<file path="config.mk">
export PLATFORM = sky130hd
export DESIGN_NAME = dcd_debug_command_decoder
export DESIGN_NICKNAME = d
export VERILOG_FILES = /design/src/dcd_pkg.sv /design/src/dcd_debug_command_decoder.sv
export SDC_FILE = /design/constraint.sdc
export NUM_CORES = 1
export LEC_CHECK = 0
export BUFFER_PORTS_ARGS = -buffer_cell sky130_fd_sc_hd__buf_2
export CORE_ASPECT_RATIO = 0.9
export CORE_MARGIN = 3
export CORE_UTILIZATION = 54
export DETAILED_ROUTE_END_ITERATION = 7
export PLACE_DENSITY = 0.8
export SYNTH_ARGS = -nofsm -noshare
export SYNTH_HDL_FRONTEND = slang
export SYNTH_SLANG_ARGS = --single-unit
</file>
<file path="constraint.sdc">
create_clock -name i_core_clk -period 3.1 [get_ports i_core_clk]
set_clock_uncertainty 0.1 [all_clocks]
set_input_delay 0.31 -clock i_core_clk [delete_from_list [all_inputs] [get_ports i_core_clk]]
set_output_delay 0.31 -clock i_core_clk [all_outputs]
set_load 0.1 [all_outputs]
</file>
<file path="src/dcd_pkg.sv">
`default_nettype none
package dcd_pkg;
    // ************************************************************
    // Opcode word layout
    // ************************************************************
    localparam int OP_HI   = 15;
    localparam int OP_LO   = 10;
    localparam int RSV_BIT = 9;
    localparam int RW_BIT  = 8;
    localparam int SZ_HI   = 7;
    localparam int SZ_LO   = 6;
    localparam int RSV_HI  = 5;
    localparam int RSV_LO  = 4;
    localparam int AD_BIT  = 3;
    localparam int RN_HI   = 2;

    localparam logic [5:0]  OP_NOP   = 6'h00;
    localparam logic [5:0]  OP_MEM   = 6'h06;
    localparam logic [5:0]  OP_REG   = 6'h08;
    localparam logic [15:0] NOP_WORD = 16'h0000;

    localparam logic [1:0] SZ_BYTE = 2'h0;
    localparam logic [1:0] SZ_WORD = 2'h1;
    localparam logic [1:0] SZ_LONG = 2'h2;
    localparam logic [1:0] SZ_RSVD = 2'h3;

    // ************************************************************
    // Responses: status flag in bit 16, data below
    // ************************************************************
    localparam logic [16:0] RSP_OK     = 17'h0ffff;
    localparam logic [16:0] RSP_NOTRDY = 17'h10000;
    localparam logic [16:0] RSP_BERR   = 17'h10001;
    localparam logic [16:0] RSP_ILL    = 17'h1ffff;

    localparam logic [4:0] LAST_BIT  = 5'h10;
    localparam logic [2:0] EXT_ADDR  = 3'h2;
    localparam logic [2:0] EXT_LONG  = 3'h4;
    localparam logic [2:0] EXT_SHORT = 3'h3;

    // ************************************************************
    // Register bus map
    // ************************************************************
    localparam logic [7:0] ADDR_CTRL = 8'h00;
    localparam logic [7:0] ADDR_STAT = 8'h04;
    localparam logic [7:0] ADDR_LAST = 8'h08;
    localparam logic       EN_RST    = 1'b1;
    localparam logic [1:0] RESP_OK   = 2'h0;
    localparam logic [1:0] RESP_ERR  = 2'h2;

    typedef enum logic [4:0] {
        S_IDLE  = 5'h01,
        S_EXT   = 5'h02,
        S_BUSY  = 5'h04,
        S_RESHI = 5'h08,
        S_SPARE = 5'h10
    } dcd_fsm_t;
endpackage
`default_nettype wire

</file>
<file path="src/dcd_debug_command_decoder.sv">
// Functional notes
// - Command is opcode word plus extension words
// - Decode selector, direction, size, class, number
// - Halted-only commands need stopped core
// - Memory commands steal cycles; NOP parallel
// - Bit 8: zero writes, one reads
// - Size 00 is byte; addresses 32-bit
// - Byte read result in low byte
// - Bit 3 picks data/address register class
// - Address always takes two extension words
// - Force word/long address alignment
// - Immediate words by size, upper first
// - 17-bit exchanges, responses answer earlier transfer
// - Opcode transfer returns previous result/status
// - First extension: not-ready or illegal
// - Low address transfer not-ready, then access
// - Not-ready while access in progress
// - Long and register results in two transfers after completion, word and byte in one
// - Bus error returns flagged 0x0001
// - Flag clear on success, else set
// - Unused formats act as NOP, illegal
// - Register read returns 32 bits, halted only
// - Register write replaces 32 bits, halted only
// - Encodings: ok, not-ready, illegal
// - Register read opcode 0x218 plus fields
// - Register write opcode 0x208, acknowledged ok
`timescale 1ns/1ps
`default_nettype none
module dcd_debug_command_decoder #(
    parameter int AXI_ADDR_W = 8
) (
    input  wire logic                  i_core_clk,
    input  wire logic                  i_rst,
    input  wire logic                  i_dsclk,
    input  wire logic                  i_dsi,
    output var  logic                  o_dso,
    input  wire logic                  i_core_halted,
    output var  logic                  o_reg_req,
    output var  logic                  o_reg_wr,
    output var  logic                  o_reg_class,
    output var  logic [2:0]            o_reg_num,
    output var  logic [31:0]           o_reg_wdata,
    input  wire logic [31:0]           i_reg_rdata,
    input  wire logic                  i_reg_done,
    output var  logic                  o_mem_req,
    output var  logic                  o_mem_wr,
    output var  logic [1:0]            o_mem_size,
    output var  logic [31:0]           o_mem_addr,
    output var  logic [31:0]           o_mem_wdata,
    input  wire logic [31:0]           i_mem_rdata,
    input  wire logic                  i_mem_done,
    input  wire logic                  i_mem_err,
    input  wire logic [AXI_ADDR_W-1:0] i_s_axi_awaddr,
    input  wire logic                  i_s_axi_awvalid,
    output var  logic                  o_s_axi_awready,
    input  wire logic [31:0]           i_s_axi_wdata,
    input  wire logic [3:0]            i_s_axi_wstrb,
    input  wire logic                  i_s_axi_wvalid,
    output var  logic                  o_s_axi_wready,
    output var  logic [1:0]            o_s_axi_bresp,
    output var  logic                  o_s_axi_bvalid,
    input  wire logic                  i_s_axi_bready,
    input  wire logic [AXI_ADDR_W-1:0] i_s_axi_araddr,
    input  wire logic                  i_s_axi_arvalid,
    output var  logic                  o_s_axi_arready,
    output var  logic [31:0]           o_s_axi_rdata,
    output var  logic [1:0]            o_s_axi_rresp,
    output var  logic                  o_s_axi_rvalid,
    input  wire logic                  i_s_axi_rready
);
    // ************************************************************
    // Elaboration checks
    // ************************************************************
    generate
        if (AXI_ADDR_W < 4 || AXI_ADDR_W > 8) begin : g_bad_addr_w
            $error("AXI_ADDR_W must lie between 4 and 8");
        end
    endgenerate

    // ************************************************************
    // State
    // ************************************************************
    typedef struct packed {
        dcd_pkg::dcd_fsm_t fsm;
        logic              clk_s1;
        logic              clk_s2;
        logic              clk_d;
        logic              dat_s1;
        logic              dat_s2;
        logic [4:0]        bit_cnt;
        logic [15:0]       sh_in;
        logic [16:0]       sh_out;
        logic              dso;
        logic [16:0]       tx;
        logic [15:0]       opc;
        logic [2:0]        ext_total;
        logic [2:0]        ext_idx;
        logic [31:0]       addr;
        logic [31:0]       data;
        logic [15:0]       res_lo;
        logic              reg_req;
        logic              mem_req;
        logic [31:0]       mem_addr;
        logic              en;
        logic              last_ill;
        logic [7:0]        aw_addr;
        logic              aw_got;
        logic              w_got;
        logic [31:0]       w_data;
        logic [3:0]        w_strb;
        logic              awready;
        logic              wready;
        logic              bvalid;
        logic [1:0]        bresp;
        logic              arready;
        logic              rvalid;
        logic [31:0]       rdata;
        logic [1:0]        rresp;
    } dcd_state_t;

    dcd_state_t st_ff;
    dcd_state_t nxt_st;

    // ************************************************************
    // Helpers
    // ************************************************************
    // Only a fixed set of formats is served; every other word is refused
    function automatic logic cmd_legal(input logic [15:0] w);
        logic [5:0] op;
        logic       ok;
        op = w[dcd_pkg::OP_HI:dcd_pkg::OP_LO];
        ok = 1'b0;
        if (w == dcd_pkg::NOP_WORD) begin
            ok = 1'b1;
        end else if (op == dcd_pkg::OP_REG && !w[dcd_pkg::RSV_BIT] &&
                     w[dcd_pkg::RSV_HI:dcd_pkg::RSV_LO] == 2'h0 &&
                     w[dcd_pkg::SZ_HI:dcd_pkg::SZ_LO] == dcd_pkg::SZ_LONG) begin
            ok = 1'b1;
        end else if (op == dcd_pkg::OP_MEM && !w[dcd_pkg::RSV_BIT] &&
                     w[dcd_pkg::RSV_HI:0] == 6'h00 &&
                     w[dcd_pkg::SZ_HI:dcd_pkg::SZ_LO] != dcd_pkg::SZ_RSVD) begin
            ok = 1'b1;
        end
        return ok;
    endfunction

    function automatic logic is_mem(input logic [15:0] w);
        return w[dcd_pkg::OP_HI:dcd_pkg::OP_LO] == dcd_pkg::OP_MEM;
    endfunction

    // Extension word count per legal command
    function automatic logic [2:0] ext_count(input logic [15:0] w);
        logic [2:0] n;
        n = 3'h0;
        if (w[dcd_pkg::OP_HI:dcd_pkg::OP_LO] == dcd_pkg::OP_REG) begin
            n = w[dcd_pkg::RW_BIT] ? 3'h0 : dcd_pkg::EXT_ADDR;
        end else if (is_mem(w)) begin
            if (w[dcd_pkg::RW_BIT]) begin
                n = dcd_pkg::EXT_ADDR;
            end else if (w[dcd_pkg::SZ_HI:dcd_pkg::SZ_LO] == dcd_pkg::SZ_LONG) begin
                n = dcd_pkg::EXT_LONG;
            end else begin
                n = dcd_pkg::EXT_SHORT;
            end
        end
        return n;
    endfunction

    // Low address bits are dropped, not checked
    function automatic logic [31:0] align(input logic [31:0] a, input logic [1:0] sz);
        logic [31:0] r;
        r = a;
        if (sz == dcd_pkg::SZ_WORD) begin
            r = {a[31:1], 1'b0};
        end else if (sz == dcd_pkg::SZ_LONG) begin
            r = {a[31:2], 2'h0};
        end
        return r;
    endfunction

    // ************************************************************
    // Next state
    // ************************************************************
    always_comb begin
        logic        rise;
        logic        done;
        logic [15:0] rx;
        logic        launch;
        logic [1:0]  sz;
        logic        do_aw;
        logic        do_ar;
        nxt_st = st_ff;
        rise   = 1'b0;
        done   = 1'b0;
        rx     = 16'h0000;
        launch = 1'b0;
        sz     = st_ff.opc[dcd_pkg::SZ_HI:dcd_pkg::SZ_LO];
        do_aw  = 1'b0;
        do_ar  = 1'b0;

        // Pin synchronisers; edge found on the second stage only
        nxt_st.clk_s1 = i_dsclk;
        nxt_st.clk_s2 = st_ff.clk_s1;
        nxt_st.clk_d  = st_ff.clk_s2;
        nxt_st.dat_s1 = i_dsi;
        nxt_st.dat_s2 = st_ff.dat_s1;
        rise = st_ff.clk_s2 & ~st_ff.clk_d & st_ff.en;

        // Serial exchange, 17 bits each way, MSB first
        if (rise) begin
            nxt_st.sh_in  = {st_ff.sh_in[14:0], st_ff.dat_s2};
            nxt_st.sh_out = {st_ff.sh_out[15:0], 1'b0};
            if (st_ff.bit_cnt == dcd_pkg::LAST_BIT) begin
                nxt_st.bit_cnt = 5'h00;
                done = 1'b1;
                rx   = {st_ff.sh_in[14:0], st_ff.dat_s2};
            end else begin
                nxt_st.bit_cnt = st_ff.bit_cnt + 5'h01;
            end
        end else if (st_ff.bit_cnt == 5'h00) begin
            // Reload only between exchanges so a running one is never torn
            nxt_st.sh_out = st_ff.tx;
        end

        // Command sequencing
        unique case (st_ff.fsm)
            dcd_pkg::S_IDLE: begin
                if (done) begin
                    nxt_st.opc      = rx;
                    nxt_st.ext_idx  = 3'h0;
                    nxt_st.last_ill = ~cmd_legal(rx);
                    if (!cmd_legal(rx)) begin
                        nxt_st.tx = dcd_pkg::RSP_ILL;
                    end else if (rx == dcd_pkg::NOP_WORD) begin
                        nxt_st.tx = dcd_pkg::RSP_OK;
                    end else begin
                        nxt_st.tx        = dcd_pkg::RSP_NOTRDY;
                        nxt_st.ext_total = ext_count(rx);
                        if (ext_count(rx) == 3'h0) begin
                            launch = 1'b1;
                        end else begin
                            nxt_st.fsm = dcd_pkg::S_EXT;
                        end
                    end
                end
            end
            dcd_pkg::S_EXT: begin
                if (done) begin
                    nxt_st.tx      = dcd_pkg::RSP_NOTRDY;
                    nxt_st.ext_idx = st_ff.ext_idx + 3'h1;
                    if (is_mem(st_ff.opc) && st_ff.ext_idx < dcd_pkg::EXT_ADDR) begin
                        nxt_st.addr = {st_ff.addr[15:0], rx};
                    end else begin
                        nxt_st.data = {st_ff.data[15:0], rx};
                    end
                    if (st_ff.ext_idx + 3'h1 == st_ff.ext_total) begin
                        launch = 1'b1;
                    end
                end
            end
            dcd_pkg::S_BUSY: begin
                // Exchanges meanwhile keep answering not-ready
                if ((st_ff.reg_req && i_reg_done) || (st_ff.mem_req && i_mem_done)) begin
                    nxt_st.reg_req = 1'b0;
                    nxt_st.mem_req = 1'b0;
                    nxt_st.fsm     = dcd_pkg::S_IDLE;
                    if (st_ff.mem_req && i_mem_err) begin
                        nxt_st.tx = dcd_pkg::RSP_BERR;
                    end else if (!st_ff.opc[dcd_pkg::RW_BIT]) begin
                        nxt_st.tx = dcd_pkg::RSP_OK;
                    end else if (st_ff.reg_req) begin
                        nxt_st.tx     = {1'b0, i_reg_rdata[31:16]};
                        nxt_st.res_lo = i_reg_rdata[15:0];
                        nxt_st.fsm    = dcd_pkg::S_RESHI;
                    end else if (sz == dcd_pkg::SZ_LONG) begin
                        nxt_st.tx     = {1'b0, i_mem_rdata[31:16]};
                        nxt_st.res_lo = i_mem_rdata[15:0];
                        nxt_st.fsm    = dcd_pkg::S_RESHI;
                    end else if (sz == dcd_pkg::SZ_WORD) begin
                        nxt_st.tx = {1'b0, i_mem_rdata[15:0]};
                    end else begin
                        nxt_st.tx = {1'b0, 8'h00, i_mem_rdata[7:0]};
                    end
                end
            end
            dcd_pkg::S_RESHI: begin
                if (done) begin
                    nxt_st.tx  = {1'b0, st_ff.res_lo};
                    nxt_st.fsm = dcd_pkg::S_IDLE;
                end
            end
            default: begin
                nxt_st.fsm = dcd_pkg::S_IDLE;
            end
        endcase

        // Start of the access once the last word is in
        if (launch) begin
            if (is_mem(st_ff.opc)) begin
                nxt_st.mem_req  = 1'b1;
                nxt_st.mem_addr = align(st_ff.ext_idx < dcd_pkg::EXT_ADDR
                                        ? {st_ff.addr[15:0], rx} : st_ff.addr, sz);
                nxt_st.fsm      = dcd_pkg::S_BUSY;
            end else if (!i_core_halted) begin
                nxt_st.tx  = dcd_pkg::RSP_BERR;
                nxt_st.fsm = dcd_pkg::S_IDLE;
            end else begin
                nxt_st.reg_req = 1'b1;
                nxt_st.fsm     = dcd_pkg::S_BUSY;
            end
        end
        nxt_st.dso = nxt_st.sh_out[16];

        // Register bus: write channels taken in either order
        if (i_s_axi_awvalid && st_ff.awready) begin
            nxt_st.aw_addr = 8'(i_s_axi_awaddr);
            nxt_st.aw_got  = 1'b1;
        end
        if (i_s_axi_wvalid && st_ff.wready) begin
            nxt_st.w_data = i_s_axi_wdata;
            nxt_st.w_strb = i_s_axi_wstrb;
            nxt_st.w_got  = 1'b1;
        end
        if (st_ff.bvalid && i_s_axi_bready) begin
            nxt_st.bvalid = 1'b0;
        end
        do_aw = st_ff.aw_got && st_ff.w_got && !st_ff.bvalid;
        if (do_aw) begin
            nxt_st.aw_got = 1'b0;
            nxt_st.w_got  = 1'b0;
            nxt_st.bvalid = 1'b1;
            nxt_st.bresp  = dcd_pkg::RESP_ERR;
            if (st_ff.aw_addr == dcd_pkg::ADDR_CTRL) begin
                nxt_st.bresp = dcd_pkg::RESP_OK;
                if (st_ff.w_strb[0]) begin
                    nxt_st.en = st_ff.w_data[0];
                end
            end
        end
        nxt_st.awready = ~nxt_st.aw_got & ~nxt_st.bvalid;
        nxt_st.wready  = ~nxt_st.w_got & ~nxt_st.bvalid;

        // Read channel: one read in flight, unmapped reads zero with error
        do_ar = i_s_axi_arvalid && st_ff.arready;
        if (st_ff.rvalid && i_s_axi_rready) begin
            nxt_st.rvalid = 1'b0;
        end
        if (do_ar) begin
            nxt_st.rvalid = 1'b1;
            nxt_st.rresp  = dcd_pkg::RESP_OK;
            unique case (8'(i_s_axi_araddr))
                dcd_pkg::ADDR_CTRL: nxt_st.rdata = {31'h00000000, st_ff.en};
                dcd_pkg::ADDR_STAT: nxt_st.rdata = {24'h000000, st_ff.fsm,
                                                    st_ff.last_ill, i_core_halted,
                                                    st_ff.fsm != dcd_pkg::S_IDLE};
                dcd_pkg::ADDR_LAST: nxt_st.rdata = {16'h0000, st_ff.opc};
                default: begin
                    nxt_st.rdata = 32'h00000000;
                    nxt_st.rresp = dcd_pkg::RESP_ERR;
                end
            endcase
        end
        nxt_st.arready = ~nxt_st.rvalid;
    end

    // ************************************************************
    // Registers
    // ************************************************************
    always_ff @(posedge i_core_clk) begin
        if (i_rst) begin
            st_ff        <= '0;
            st_ff.fsm    <= dcd_pkg::S_IDLE;
            st_ff.en     <= dcd_pkg::EN_RST;
            st_ff.tx     <= dcd_pkg::RSP_OK;
            st_ff.sh_out <= dcd_pkg::RSP_OK;
        end else begin
            st_ff <= nxt_st;
        end
    end

    // ************************************************************
    // Outputs, all from flip-flops
    // ************************************************************
    assign o_dso           = st_ff.dso;
    assign o_reg_req       = st_ff.reg_req;
    assign o_reg_wr        = ~st_ff.opc[dcd_pkg::RW_BIT];
    assign o_reg_class     = st_ff.opc[dcd_pkg::AD_BIT];
    assign o_reg_num       = st_ff.opc[dcd_pkg::RN_HI:0];
    assign o_reg_wdata     = st_ff.data;
    assign o_mem_req       = st_ff.mem_req;
    assign o_mem_wr        = ~st_ff.opc[dcd_pkg::RW_BIT];
    assign o_mem_size      = st_ff.opc[dcd_pkg::SZ_HI:dcd_pkg::SZ_LO];
    assign o_mem_addr      = st_ff.mem_addr;
    assign o_mem_wdata     = st_ff.data;
    assign o_s_axi_awready = st_ff.awready;
    assign o_s_axi_wready  = st_ff.wready;
    assign o_s_axi_bresp   = st_ff.bresp;
    assign o_s_axi_bvalid  = st_ff.bvalid;
    assign o_s_axi_arready = st_ff.arready;
    assign o_s_axi_rdata   = st_ff.rdata;
    assign o_s_axi_rresp   = st_ff.rresp;
    assign o_s_axi_rvalid  = st_ff.rvalid;
endmodule
`default_nettype wire

</file>
==> metrics.md <==
| Metric | Value |
|---|---|
| Postcts setup bufs | 0 |
| Max Cap Viol | 0 |
| Rel. slew slack | 43.2% |
| HP Start | i_s_axi_wvalid |
| Io pins | 277 |
| Slew Limit Fails | 0 |
| Largest net degree at the start of global routing | 103 |
| Residual DRC | 0 |
| Final worst path period need | 2.84 ns |
| Core Rows | 50 |
| Hold path depth | 3 |
| First-pass GRT wire length | 50.4 mm |
| CTS tree | built |
| Flop pwr share | 47.9% |
| Antenna viol nets, final | 0 |
| Remaining global-route overflow | 0 |
| Metal2 WL | 14.6 mm |
| Final Instance Count excl. Fillers | 1810 |
| FF-to-FF path depth | 6 |
| Hold Vio Cnt, Final | 0 |
| Critical path class | reg2reg |
| Post-Syn Instances | 1427 |
| Post-synth EDFFs | 0 |
| Routed WL per cell | 17.4 um |
| P_int | 4900 uW |
| Share of cells above drive strength 1 | 24.3% |
| DR vias/cell | 5.74 |
| Core area | 21000 um2 |
| Slack of the worst reg-to-reg path | 0.26 ns |
| Combinational Power Share | 6.6% |
| H-Tree Depth | 1 |
| Setup TNS | 0 ns |
| Final period utilization | 91.6% |
| Top sig layer | met4 |
| Max VDD drop | 0.342 mV |
| Worst R2R Start | st_ff[287] |
| Leakage | 0.00496 uW |
| Fin nets | 1638 |
| Die footprint | 23400 um2 |
| Design area | 13000 um2 |
| Clock-pin slew on the worst setup and hold paths | 0.07 ns |
| Crit end category | register |
| Final Power | 6430 uW |
| Synth Register Bits | 236 |
| Mean post-synth cell area | 8.17 um2 |
| Req. time, crit path | 3.41 ns |
| Initial antenna violation count | 0 |
| RSZ-0062 raised after global routing | no |
| Switch Pwr | 1530 uW |
| Sequential fraction of the synthesis area | 40.5% |
| Port bufs | 224 |
| Die X | 161 um |
| Tightest Hold Check Type | in2reg |
| Worst skew pair latency | 0.52 ns |
| Placed cells | 1751 |
| Setup violators final | 0 |
| PostCTS Resize Cnt | 0 |
| Crit-path max FO | 30 |
| Fill cells | 1829 |
| GP Congestion | 0.893 |
| Area Growth Syn to Fin | 11.3% |
| Die H | 145 um |
| Routed via count | 10400 |
| FF-to-FF End | o_mem_addr[3] |
| Starting DRT DRC Count | 1138 |
| Met1 WL | 13.2 mm |
| Max clock buf depth | 3 |
| Root Buffer | clkbuf_16 |
| CTS Sinks | 236 |
| DP HPWL | 21.3 mm |
| Synthesis Warnings | 0 |
| Slew @ Worst Pin | 0.850 ns |
| WL final | 31.4 mm |
| CP Launch Type | register |
| Area post-placement | 12000 um2 |
| Netlist Area Pre-Place | 11700 um2 |
| Net switching fraction of the power | 23.8% |
| Clk pwr share | 45.6% |
| Gr usage total | 25.6% |
| Status | finished clean |
| WP data arrival | 3.15 ns |
| Pwr dens | 495 nW/um2 |
| Antenna cells | 0 |
| Vias in the first global route | 9879 |
| Max Freq | 0.352 GHz |
| Initial Util | 55.5% |
| Hold EP | st_ff[45] |
| Ys flop type | dfxtp_1 |
| CTS Buf Count | 24 |
| First drt pass iteration count | 6 |
| Wire length on met3 | 2.80 mm |
| Synth cell types | 70 |
| Async SR Flop Fraction | 0% |
what timing repair did:
item / in CTS / in global routing
setup endpoints to repair: 0 / 0
endpoints found under the hold margin: 14 / 0
hold buffers: 15 / 0
routing by layer:
layer / track usage, % / vias up
met4: 7.31 / 0
met3: 5.35 / 66
met5: 0 / -
met2: 41.1 / 458
li1: - / 4968
met1: 35.2 / 4906
flip-flops by register name, indices dropped and copies added (netlist names), 2 cells and up:
register,flops
nxt_st,3
o_mem_addr,32
o_mem_size,2
o_mem_wdata,32
o_reg_num,3
o_s_axi_rdata,16
st_ff,138
power by group through the flow:
| stage | logic, uW | clock network, uW | registers, uW |
|---|---|---|---|
| 5_1_grt | 450 | 3100 | 3080 |
| 4_1_cts | 417 | 2970 | 3080 |
| 3_3_place_gp | 397 | 0 | 3140 |
| 3_5_place_dp | 401 | 0 | 3140 |
| 2_1_floorplan | 271 | 0 | 3180 |
| 6_report | 421 | 2930 | 3080 |
through the flow:
stage	utilization [%]	hold slack, ns	setup WS (ns)
after floorplan	-	0.314	0.682
after global placement	57.2	0.328	0.515
after detailed placement	57.2	0.326	0.464
after CTS	61.7	0.000402	0.340
after global routing	61.7	0.0280	0.179
final	61.7	0.0212	0.260
layout make-up:
| type | instances | area, um2 | share of cell area, % |
|---|---|---|---|
| multi-input cells | 953 | 5410 | 41.7 |
| inverters | 6 | 22.5 | 0.174 |
| flip-flops and latches | 236 | 4730 | 36.4 |
| repair buffers | 285 | 1660 | 12.8 |
| clock inverters | 12 | 121 | 0.935 |
| clock buffers | 32 | 682 | 5.26 |
| well taps | 286 | 358 | 2.76 |
cell usage after synthesis, drive strengths merged, types with 3 or more instances:
master	number	area (um2)
nand2	327	1230
dfxtp	236	4720
buf	165	1260
a21oi	130	651
nor2	89	334
clkbuf	84	325
a31oi	46	288
a311oi	32	455
nand3	29	150
a22oi	27	203
a211oi	24	180
mux2i	23	230
nor3	20	111
or2	17	109
o22ai	16	100
a221oi	14	123
nor2b	13	81.3
a2bb2oi	10	87.6
nand2b	10	62.6
o21ai	10	50.0
and2	9	56.3
o211ai	9	67.6
nand4	8	50.1
nor4	7	43.8
o311a	7	70.1
inv	6	22.5
nor4b	5	77.6
or3	5	41.3
xor2	5	43.8
or4b	4	40.0
and3	3	18.8
ha	3	37.5
mux2	3	33.8
nand3b	3	22.5
xnor2	3	26.3
worst max path at each step:
stage	cells after the start	slack, ns	startpoint	endpoint
after floorplan	7	0.68	o_reg_req	st_ff[237]
after detailed placement	6	0.46	st_ff[287]	o_mem_addr[22]
final	6	0.26	st_ff[287]	o_mem_addr[3]
after global routing	6	0.18	st_ff[287]	o_mem_addr[16]
after CTS	6	0.34	st_ff[287]	o_mem_addr[3]
after global placement	9	0.51	st_ff[276]	st_ff[207]
worst max-delay path, cell delays in order (launching register included):
cell	delay [ns]
dfxtp_1	0.59
nor4b_4	0.60
nand3_1	0.32
nand2_1	0.25
buf_4	0.37
a31oi_1	0.15
a311oi_1	0.32
cells in the final DEF (no fill, tap or decap), drive strengths merged, types with 17 or more instances in the layout:
cell	netlist	layout
a31oi	46	46
or2	17	17
buf	165	270
nand2	327	327
a211oi	24	24
nand3	29	29
nor3	20	20
mux2i	23	23
a311oi	32	32
conb	1	18
a22oi	27	27
a21oi	130	130
nor2	89	89
dfxtp	236	236
clkbuf	84	32
logic make-up after synthesis:
family,share of synthesized area [%]
flip-flops,40.5
adder cells (fa/ha/maj),0.322
AO/OA/AOI/OAI,20.8
multiplexers,2.26
buffers and inverters,13.8
other,0.0322
XOR/XNOR,0.826
AND/OR/NAND/NOR,21.4
No activity file was read; power rests on OpenSTA's default activity.
